$ cat src/hdl/ahbm_params.svh
/*
 * Constants of the bus master signal driver: field widths, transfer-type and
 * burst-type codes, and reset values of the address-phase signals.
 * Assumes it is included by bare name from the package and the driver.
 */
`ifndef AHBM_PARAMS_SVH
`define AHBM_PARAMS_SVH

`define AHBM_ADDR_W      32
`define AHBM_PROT_W      7
`define AHBM_PROT_BASE_W 4
`define AHBM_MID_W       4
`define AHBM_LEN_W       8

`define AHBM_TRANS_IDLE   2'h0
`define AHBM_TRANS_BUSY   2'h1
`define AHBM_TRANS_NONSEQ 2'h2
`define AHBM_TRANS_SEQ    2'h3

`define AHBM_BURST_SINGLE 3'h0
`define AHBM_BURST_INCR   3'h1
`define AHBM_BURST_WRAP4  3'h2
`define AHBM_BURST_INCR4  3'h3
`define AHBM_BURST_WRAP8  3'h4
`define AHBM_BURST_INCR8  3'h5
`define AHBM_BURST_WRAP16 3'h6
`define AHBM_BURST_INCR16 3'h7

`define AHBM_RST_ADDR  32'h0000_0000
`define AHBM_RST_PROT  7'h03
`define AHBM_RST_MID   4'h0

`endif

$ cat src/hdl/ahbm_pkg.sv
/*
 * Types of the bus master signal driver: the address-phase signal group and
 * the caller's burst command.
 * Assumes ahbm_params.svh sits beside it on the include path.
 */
`include "ahbm_params.svh"

package ahbm_pkg;

    // Address and control signals launched together toward slaves and decoder.
    typedef struct packed {
        logic [`AHBM_ADDR_W-1:0] haddr;     // System address.
        logic [2:0]              hburst;    // Burst type.
        logic [2:0]              hsize;     // Transfer size, log2 of bytes.
        logic [1:0]              htrans;    // Transfer type.
        logic                    hwrite;    // High for write.
        logic [`AHBM_PROT_W-1:0] hprot;     // Protection and memory type.
        logic                    hmastlock; // Locked sequence member.
        logic                    hnonsec;   // Non-secure when high.
        logic                    hexcl;     // Exclusive sequence member.
        logic [`AHBM_MID_W-1:0]  hmaster;   // Master identifier.
    } ahbm_bus_t;

    // One burst request from the caller.
    typedef struct packed {
        logic [`AHBM_ADDR_W-1:0] addr;      // First beat address.
        logic [2:0]              burst;     // Burst type code.
        logic [2:0]              size;      // Size code.
        logic                    write;     // Direction of the whole burst.
        logic [`AHBM_PROT_W-1:0] prot;      // Protection bits.
        logic                    lock;      // Locked transfer.
        logic                    nonsec;    // Non-secure transfer.
        logic                    excl;      // Exclusive transfer.
        logic [`AHBM_MID_W-1:0]  mid;       // Thread identifier.
        logic [`AHBM_LEN_W-1:0]  len;       // Beats of an open incrementing burst.
    } ahbm_cmd_t;

endpackage

$ cat src/hdl/ahbm_driver.sv
/*
 * Bus master signal driver: turns caller burst commands and a write data
 * stream into the address, control and write data signals of the bus, and
 * returns read data and the response of each beat.
 * Assumes bus ready, response and read data come from logic on mclk_i.
 */
`timescale 1ns/1ps
`default_nettype none

`include "ahbm_params.svh"

module ahbm_driver
    import ahbm_pkg::*;
#(
    parameter int DATA_W   = 32, // Write and read data width.
    parameter bit EXT_MEM  = 1'b0, // Extended memory types present.
    parameter bit SECURE   = 1'b0, // Secure transfers present.
    parameter bit EXCL     = 1'b0  // Exclusive transfers present.
) (
    input  wire logic              mclk_i,        // Bus clock.
    input  wire logic              reset_n_i,     // Asynchronous reset, low.
    input  wire logic              cmd_valid_i,   // Burst command offered.
    input  wire ahbm_cmd_t         cmd_i,         // Burst command.
    output logic                   cmd_ready_o,   // Command taken this cycle.
    input  wire logic              wdata_valid_i, // Write beat offered.
    input  wire logic [DATA_W-1:0] wdata_i,       // Write beat data.
    output logic                   wdata_ready_o, // Write beat taken.
    input  wire logic              hready_i,      // Bus ready.
    input  wire logic              hresp_i,       // Bus response, high on error.
    input  wire logic [DATA_W-1:0] hrdata_i,      // Bus read data.
    output ahbm_bus_t              bus_o,         // Address-phase signals.
    output logic [DATA_W-1:0]      hwdata_o,      // Write data bus.
    output logic                   rsp_valid_o,   // Beat finished.
    output logic                   rsp_err_o,     // Finished beat had an error.
    output logic [DATA_W-1:0]      rsp_rdata_o    // Read data of finished beat.
);

    // Widths the logic cannot serve are refused at elaboration.
    if (DATA_W < 8 || DATA_W > 1024 || (DATA_W & (DATA_W - 1)) != 0) begin : g_chk
        $error("DATA_W must be a power of two from 8 to 1024");
    end

    logic [1:0]              rst_sync_q;  // Reset release synchroniser.
    logic                    rst_n;       // Synchronised reset.
    ahbm_bus_t               a_q;         // Address phase in flight.
    ahbm_bus_t               a_d;         // Next address phase.
    logic [DATA_W-1:0]       aw_q;        // Write data of the address beat.
    logic [DATA_W-1:0]       hwdata_q;    // Write data of the data phase.
    logic [`AHBM_LEN_W-1:0]  left_q;      // Beats still to issue.
    logic [`AHBM_LEN_W-1:0]  left_d;      // Next beats count.
    logic                    dp_q;        // A data phase is active.
    logic                    rv_q;        // Response valid register.
    logic                    re_q;        // Response error register.
    logic [DATA_W-1:0]       rd_q;        // Response data register.

    // Release the reset through two flip-flops.
    always_ff @(posedge mclk_i or negedge reset_n_i) begin
        if (!reset_n_i) begin
            rst_sync_q <= 2'h0;
        end else begin
            rst_sync_q <= {rst_sync_q[0], 1'b1};
        end
    end
    assign rst_n = rst_sync_q[1];

    // Address phase advances only on a ready cycle; otherwise all holds.
    wire adv       = hready_i;
    wire a_active  = a_q.htrans[1];
    wire in_burst  = (left_q != '0);
    wire beat_data = a_q.hwrite ? wdata_valid_i : 1'b1;
    wire go_seq    = adv && in_burst && beat_data;
    wire go_busy   = adv && in_burst && !beat_data;
    wire go_new    = adv && !in_burst && cmd_valid_i && (!cmd_i.write || wdata_valid_i);

    // Beats of the incoming command, the one issued now included.
    wire [`AHBM_LEN_W-1:0] cmd_len = (cmd_i.len == '0) ? `AHBM_LEN_W'h1 : cmd_i.len;
    wire [`AHBM_LEN_W-1:0] cmd_beats =
        (cmd_i.burst == `AHBM_BURST_SINGLE) ? `AHBM_LEN_W'h1  :
        (cmd_i.burst == `AHBM_BURST_INCR)   ? cmd_len         :
        (cmd_i.burst[2:1] == 2'h1)          ? `AHBM_LEN_W'h4  :
        (cmd_i.burst[2:1] == 2'h2)          ? `AHBM_LEN_W'h8  : `AHBM_LEN_W'h10;

    // Next beat address, wrapped at the burst boundary for wrapping bursts.
    wire [`AHBM_ADDR_W-1:0] step     = `AHBM_ADDR_W'h1 << a_q.hsize;
    wire [`AHBM_ADDR_W-1:0] inc_addr = a_q.haddr + step;
    // Wrap span is beats times step: a shift of 2, 3 or 4 for 4, 8 or 16 beats.
    wire [2:0]              wsh      = {1'b0, a_q.hburst[2:1]} + 3'h1;
    wire                    is_wrap  = !a_q.hburst[0] && (a_q.hburst != `AHBM_BURST_SINGLE);
    wire [`AHBM_ADDR_W-1:0] wmask    = (step << wsh) - `AHBM_ADDR_W'h1;
    wire [`AHBM_ADDR_W-1:0] nxt_addr = is_wrap ?
                                       ((a_q.haddr & ~wmask) | (inc_addr & wmask)) : inc_addr;
    // A busy beat already shows the next address, so it is not advanced again.
    wire [`AHBM_ADDR_W-1:0] seq_addr = a_active ? nxt_addr : a_q.haddr;

    // Optional signals are forced low when their capability is absent.
    wire [`AHBM_PROT_W-1:0] prot_v = EXT_MEM ? cmd_i.prot :
                                     {3'h0, cmd_i.prot[`AHBM_PROT_BASE_W-1:0]};

    // Select the next address-phase group.
    always_comb begin
        a_d    = a_q;
        left_d = left_q;
        if (go_new) begin
            a_d.haddr     = cmd_i.addr;
            a_d.hburst    = cmd_i.burst;
            a_d.hsize     = cmd_i.size;
            a_d.htrans    = `AHBM_TRANS_NONSEQ;
            a_d.hwrite    = cmd_i.write;
            a_d.hprot     = prot_v;
            a_d.hmastlock = cmd_i.lock;
            a_d.hnonsec   = SECURE ? cmd_i.nonsec : 1'b0;
            a_d.hexcl     = EXCL ? cmd_i.excl : 1'b0;
            a_d.hmaster   = EXCL ? cmd_i.mid : `AHBM_RST_MID;
            left_d        = cmd_beats - `AHBM_LEN_W'h1;
        end else if (go_seq) begin
            // Direction and control are not reloaded inside a burst.
            a_d.haddr  = seq_addr;
            a_d.htrans = `AHBM_TRANS_SEQ;
            left_d     = left_q - `AHBM_LEN_W'h1;
        end else if (go_busy) begin
            // Write data is late: a busy beat shows the next address.
            a_d.haddr  = seq_addr;
            a_d.htrans = `AHBM_TRANS_BUSY;
        end else if (adv) begin
            // No work: idle, lock released.
            a_d.htrans    = `AHBM_TRANS_IDLE;
            a_d.hmastlock = 1'b0;
            a_d.hexcl     = 1'b0;
        end
    end

    assign cmd_ready_o   = go_new;
    assign wdata_ready_o = (go_new && cmd_i.write) || (go_seq && a_q.hwrite);

    // Address-phase and burst registers; launched on the rising clock edge.
    always_ff @(posedge mclk_i or negedge rst_n) begin
        if (!rst_n) begin
            a_q <= '{haddr: `AHBM_RST_ADDR, hburst: `AHBM_BURST_SINGLE, hsize: 3'h0,
                     htrans: `AHBM_TRANS_IDLE, hwrite: 1'b0, hprot: `AHBM_RST_PROT,
                     hmastlock: 1'b0, hnonsec: 1'b0, hexcl: 1'b0, hmaster: `AHBM_RST_MID};
            left_q <= '0;
        end else begin
            a_q    <= a_d;
            left_q <= left_d;
        end
    end

    // Write data rides with its address beat, then moves to the data phase.
    always_ff @(posedge mclk_i or negedge rst_n) begin
        if (!rst_n) begin
            aw_q     <= '0;
            hwdata_q <= '0;
        end else begin
            if (wdata_ready_o) begin
                aw_q <= wdata_i;
            end
            if (adv && a_active && a_q.hwrite) begin
                hwdata_q <= aw_q;
            end
        end
    end

    // Data phase tracking and per-beat response capture.
    always_ff @(posedge mclk_i or negedge rst_n) begin
        if (!rst_n) begin
            dp_q <= 1'b0;
            rv_q <= 1'b0;
            re_q <= 1'b0;
            rd_q <= '0;
        end else begin
            rv_q <= dp_q && hready_i;
            if (hready_i) begin
                dp_q <= a_active;
            end
            if (dp_q && hready_i) begin
                re_q <= hresp_i;
                rd_q <= hrdata_i;
            end
        end
    end

    assign bus_o       = a_q;
    assign hwdata_o    = hwdata_q;
    assign rsp_valid_o = rv_q;
    assign rsp_err_o   = re_q;
    assign rsp_rdata_o = rd_q;
endmodule

`default_nettype wire

$ cat config.mk
export PLATFORM = sky130hd
export DESIGN_NAME = ahbm_driver
export DESIGN_NICKNAME = d
export VERILOG_FILES = /design/src/hdl/ahbm_pkg.sv /design/src/hdl/ahbm_driver.sv
export VERILOG_INCLUDE_DIRS = /design/src /design/src/hdl
export SDC_FILE = /design/constraint.sdc
export NUM_CORES = 1
export LEC_CHECK = 0
export BUFFER_PORTS_ARGS = -buffer_cell sky130_fd_sc_hd__buf_2
export CORE_ASPECT_RATIO = 2
export CORE_UTILIZATION = 47
export CTS_BUF_LIST = sky130_fd_sc_hd__clkbuf_16
export DETAILED_ROUTE_END_ITERATION = 7
export PLACE_DENSITY = 0.77
export SLEW_MARGIN = 0
export SYNTH_ARGS = -nofsm -noshare
export SYNTH_HDL_FRONTEND = slang
export SYNTH_SLANG_ARGS = --single-unit
export TNS_END_PERCENT = 100
$ cat constraint.sdc
create_clock -name mclk_i -period 4.4 [get_ports mclk_i]
set_clock_uncertainty 0.05 [all_clocks]
set_input_delay 0.88 -clock mclk_i [delete_from_list [all_inputs] [get_ports mclk_i]]
set_output_delay 0.88 -clock mclk_i [all_outputs]
set_load 0.1 [all_outputs]
After elaboration in Yosys (flattened, before gate mapping)
Cells that the tools add are included.

$add $sub $neg: 5. Bitwise gates (word level): 4. Shifts and indexed selects: 2. Reduce and logical (&&, ||, !) cells: 27. Equality and inequality tests: 5. Muxes and demuxes: 22.

Operators with widths (count): 2-to-1 mux 32 bit (5); AND 32 bit (2); 2-to-1 mux 8 bit (5); adder 32 bit (1); NOT 32 bit (1); OR 32 bit (1); << shifter 1 x 3 -> 32 bit (first input constant) (1); << shifter 32 x 3 -> 32 bit (1); subtractor 32 x 1 -> 32 bit (second input constant) (1); subtractor 8 x 1 -> 8 bit (second input constant) (2); logical AND 1 bit (12); 2-to-1 mux 5 bit (2); zero test 8 bit (1); 2-to-1 mux 2 bit (4); nonzero test 8 bit (1); 2-to-1 mux 1 bit (6); nonzero test 3 bit (2); zero test 1 bit (4); != test 2 x 1 -> 1 bit (second input constant) (2); nonzero test 2 bit (2); nonzero test 4 bit (1); adder 2 x 1 -> 3 bit (second input constant) (1); == test 3 x 1 -> 1 bit (second input constant) (1); zero test 3 bit (1); other kinds (4) (5).

Word-level logic and storage cells: 81. Flip-flop bits (word level): 156.

Depth between registers and ports, before layout
Depth in word-level cells: 11. Mapped depth: 14. Gate-level depth less buffers: 11.

Least setup slack after synthesis
Ideal clock, no wire load.

Path type: register to register. Start: register a_q (netlist bit bus_o[17]). End: register (tool-made name). Data arrival time: 3525 ps. Period minus slack after synthesis: 3740 ps. Required time: 4184 ps. Path slack: 660 ps. Cell stages (with the launch flop): 15. Path through: dfrtp_1 buf_2 buf_2 buf_2 and3_1 xor2_1 ha_1 nor2b_1 o31ai_4 a22oi_4 o21ai_4 a21oi_2 buf_6 a41o_1 o311ai_2.

RTL lines: start: declaration (RTL line ahbm_driver.sv:45) `ahbm_bus_t a_q;`; start signal: assignment (RTL line ahbm_driver.sv:138) `` a_q <= '{haddr: `AHBM_RST_ADDR, hburst: `AHBM_BURST_SINGLE, hsize: 3'h0, ``.

==> Implementation_results.wiki <==
{| class="wikitable"
! Metric !! Value
|-
| Lkg Pwr || 0.00486 uW
|-
| Area growth, synth to finish || 23.4%
|-
| Startpoint Class || flop
|-
| Die area || 0.0183 mm2
|-
| Post-route DRC || 0
|-
| Number of hold-repair buffers added at the cts stage || 0
|-
| Most instantiated flip-flop cell in the synthesis netlist || sky130_fd_sc_hd__dfrtp_1
|-
| Number of setup buffers added after CTS || 0
|-
| Total routed wirelength || about 23,000 um
|-
| Average wire per standard cell || ~19 um
|-
| Number of core rows || 68
|-
| Overall routing resource usage || 26.3%
|-
| Power density normalized to cell area || 837 mW/mm2
|-
| Antenna Nets Post-Route || 0
|-
| Clock transition at the register clock pins on the worst setup and hold paths after CTS || 70 ps
|-
| Fraction of the cycle the final worst path needs || 75.4%
|-
| Actual slew at the worst max-slew pin || 1100 ps
|-
| Fraction of layout cells with a size suffix above 1 || 39.9%
|-
| Final Max Tran Viols || 0
|-
| Number of maximum-capacitance violations || 0
|-
| Final Critical Period || 3320 ps
|-
| Area share of and/or/nand/nor cells after synthesis || 14.3%
|-
| First-pass GRT wire length || 36,400 um
|-
| Area of the core region || about 0.017 mm2
|-
| Avg Inst Size Synth || around 11 um2
|-
| Starting DRC count in detailed routing || 359
|-
| Area contributors post-synth || sky130_fd_sc_hd__dfrtp_1 (46%), sky130_fd_sc_hd__mux2_2 (14%), sky130_fd_sc_hd__nand2_1 (3.9%)
|-
| Required time at the worst-slack endpoint || 4650 ps
|-
| Yosys warning count || 0
|-
| Peak supply drop || 0.000712 V
|-
| Crit Path Max Fanout || 32
|-
| Area of all sequential standard cells || 0.00388 mm2
|-
| Quantity of gates resized following cts || 0
|-
| Status || finished clean
|-
| Multi-input gate area in the final layout || around 0.0041 mm2
|-
| Hold/Removal Path Class || in -> async
|-
| Post-Synthesis Cells || 792
|-
| Xor-xnor portion of the synthesized cell area || 2.00%
|-
| DR vias || between 7,000 and 8,000
|-
| Dominant combinational cell family by area after synthesis || compound AO/OA/AOI/OAI gates
|-
| Number of synthesized register bits || roughly 160
|-
| Proportion of synthesized area in mux cells || roughly 14%
|-
| Total standard cell area after synthesis || 0.00833 mm2
|-
| CTS tree || built
|-
| Boundary pin count || 254
|-
| Number of detailed-route iterations in the first pass || 8
|-
| Routed vias/inst || between 5 and 6
|-
| RSZ-0062 raised after global routing || false
|-
| Synth cell types || 92
|-
| Hold violation count in the final report || 0
|-
| Arrival time reported for the critical path endpoint || 3570 ps
|-
| Die outline height || 190 um
|-
| Clk Tree Root Cell || sky130_fd_sc_hd__clkbuf_16
|-
| Last weighted congestion value of the routability-driven placer || 0.907
|-
| Layout fillers || 1,517
|-
| Fin Hold WS || 180 ps
|-
| Largest net degree at the start of global routing || just under 90
|-
| Max Clk Rate || 301 MHz
|-
| Congestion Overflow GR || 0
|-
| Number of antenna violations at the first check in global routing || 1
|-
| Share of flip-flops with an asynchronous set or reset after synthesis || 100%
|-
| Seq/Total Area, Yosys || 46.6%
|-
| CTS Buf Count || 17
|-
| Deepest clock path buffer count || 2
|-
| Layout net count || between 1,000 and 1,500
|-
| Normalized max-slew margin || 26.6%
|-
| Initial Utilization || 48.2%
|-
| H-tree Lvls || 4
|-
| Sum Neg Setup Slack || 0 ps
|-
| Number of buffer cells added on primary ports || 235
|-
| Kind of capture point of the worst setup path || flop
|-
| Clock Sink Count || 155
|-
| Post-synthesis compound-gate area fraction || 17.1%
|-
| Number of global-route vias before repair || 7,448
|-
| Insertion delay of the later-clocked pin in the worst-skew pair || 430 ps
|-
| Share of the synthesized area in the top cell type || about 46%
|-
| Die outline width || 96.1 um
|-
| Kind of critical path || reg -> reg
|-
| EDFF count, synth || 0
|-
| Most area-hungry cell type in the Yosys netlist || sky130_fd_sc_hd__dfrtp_1
|-
| Final setup fails || 0
|-
| Adder-Cell Fraction of Synth Area || roughly 1.3%
|-
| Half-perimeter wire length after placement || 17,200 um
|}
## cell type report
type | count | area share [%]
multi-input cells | 566 | 40.0
diodes | 1 | 0.0243
clock buffers | 17 | 4.14
well taps | 210 | 2.56
flip-flops and latches | 155 | 37.8
inverters | 22 | 0.803
clock inverters | 15 | 1.69
repair buffers | 254 | 13.0
## cell usage after synthesis, drive strengths merged, types with 7 or more instances
master and number:
nand2 87, inv 22, o21ai 40, buf 32
and3 9, a31oi 10, o311ai 14, nand2b 7
o21a 8, nor3 15, and2 10, clkbuf 25
dfrtp 153, mux2 101, a21oi 31, nand4 13
xor2 11, ha 7, a41oi 7, nor2 52
xnor2 8, o211ai 8, nand3 9
## worst paths after layout
path / start / end / slack [ps] / depth (start not counted)
min in group mclk_i: rst_sync_q[0]$_DFF_PN0_ / rst_sync_q[1]$_DFF_PN0_ / 310 / 0
max in group asynchronous: rst_sync_q[1]$_DFF_PN0_ / bus_o[7]$_DFFE_PN1P_ / 2760 / 1
setup reg to reg: bus_o[18]$_DFFE_PN0P_ / flop / 1080 / 11
setup / recovery: bus_o[18]$_DFFE_PN0P_ / flop / 1080 / 11
hold reg to reg: rst_sync_q[0]$_DFF_PN0_ / rst_sync_q[1]$_DFF_PN0_ / 310 / 0
hold / removal: reset_n_i / rst_sync_q[1]$_DFF_PN0_ / 180 / 1
## cell usage in the layout (no fill, tap or decap), types with 7 or more instances in the layout
cell type / netlist / final
sky130_fd_sc_hd__buf_2: 10 / 234
sky130_fd_sc_hd__buf_4: 11 / 19
sky130_fd_sc_hd__inv_1: 21 / 21
sky130_fd_sc_hd__o311ai_1: 8 / 8
sky130_fd_sc_hd__nand2b_1: 7 / 7
sky130_fd_sc_hd__xnor2_1: 8 / 8
sky130_fd_sc_hd__a41oi_1: 7 / 7
sky130_fd_sc_hd__a31oi_1: 10 / 10
sky130_fd_sc_hd__ha_1: 7 / 7
sky130_fd_sc_hd__nor2_1: 52 / 52
sky130_fd_sc_hd__clkbuf_16: 0 / 17
sky130_fd_sc_hd__a21oi_1: 30 / 29
sky130_fd_sc_hd__nand4_1: 12 / 12
sky130_fd_sc_hd__and3_1: 9 / 9
sky130_fd_sc_hd__mux2_2: 100 / 100
sky130_fd_sc_hd__and2_1: 8 / 8
sky130_fd_sc_hd__nand2_1: 86 / 86
sky130_fd_sc_hd__o211ai_1: 8 / 8
sky130_fd_sc_hd__nor3_1: 15 / 15
sky130_fd_sc_hd__o21a_1: 8 / 8
sky130_fd_sc_hd__conb_1: 2 / 10
sky130_fd_sc_hd__dfrtp_1: 153 / 152
sky130_fd_sc_hd__o21ai_1: 18 / 18
sky130_fd_sc_hd__o21ai_0: 20 / 20
sky130_fd_sc_hd__xor2_1: 11 / 11
sky130_fd_sc_hd__nand3_1: 8 / 8
## kinds of logic (layout without fill, tap and decap cells)
family	count (synthesis)	after routing
multiplexers	105	105
AND/OR/NAND/NOR	237	237
buffers and inverters	79	308
AO/OA/AOI/OAI	186	186
flip-flops	155	155
adder cells (fa/ha/maj)	9	9
XOR/XNOR	19	19
other	2	11
## metrics by stage
stage / utilization, % / cell area, um2 / instances / worst slack [ps] / total power, uW
3_3_place_gp: 56.0 / 9680 / 1207 / 1210 / 7050
3_5_place_dp: 56.0 / 9680 / 1207 / 1120 / 7140
4_1_cts: 59.5 / 10300 / 1239 / 1090 / 8620
6_report: 59.5 / 10300 / 1240 / 1080 / 8610
5_1_grt: 59.5 / 10300 / 1240 / 850 / 8960
2_1_floorplan: - / 8360 / 800 / 660 / 6230
## power by group
group	switching [uW]	total (uW)	internal, uW
Combinational	3640	4750	1100
Sequential	469	2400	1940
Clock	691	1460	765
## metal layers
metal / routed length, um / up-vias / GRT usage [%] / part of all wire, %
li1: - / 3329 / - / -
met4: 1380 / 0 / 17.2 / 5.9
met3: 1400 / 92 / 5.54 / 6.0
met1: 7810 / 3564 / 25.7 / 34
met2: 12700 / 298 / 47.9 / 55
met5: 0 / - / 0 / 0
## critical path, stage by stage (launching register included)
cell,delay [ps]
sky130_fd_sc_hd__dfrtp_1,380
sky130_fd_sc_hd__buf_4,240
sky130_fd_sc_hd__nor3_1,300
sky130_fd_sc_hd__and2_1,180
sky130_fd_sc_hd__ha_1,210
sky130_fd_sc_hd__nor2b_1,290
sky130_fd_sc_hd__o31ai_4,130
sky130_fd_sc_hd__a22oi_4,300
sky130_fd_sc_hd__o21ai_4,110
sky130_fd_sc_hd__a21oi_2,500
sky130_fd_sc_hd__a41oi_1,210
sky130_fd_sc_hd__a221o_1,290
Note: power is estimated with default switching activity, not from simulation.
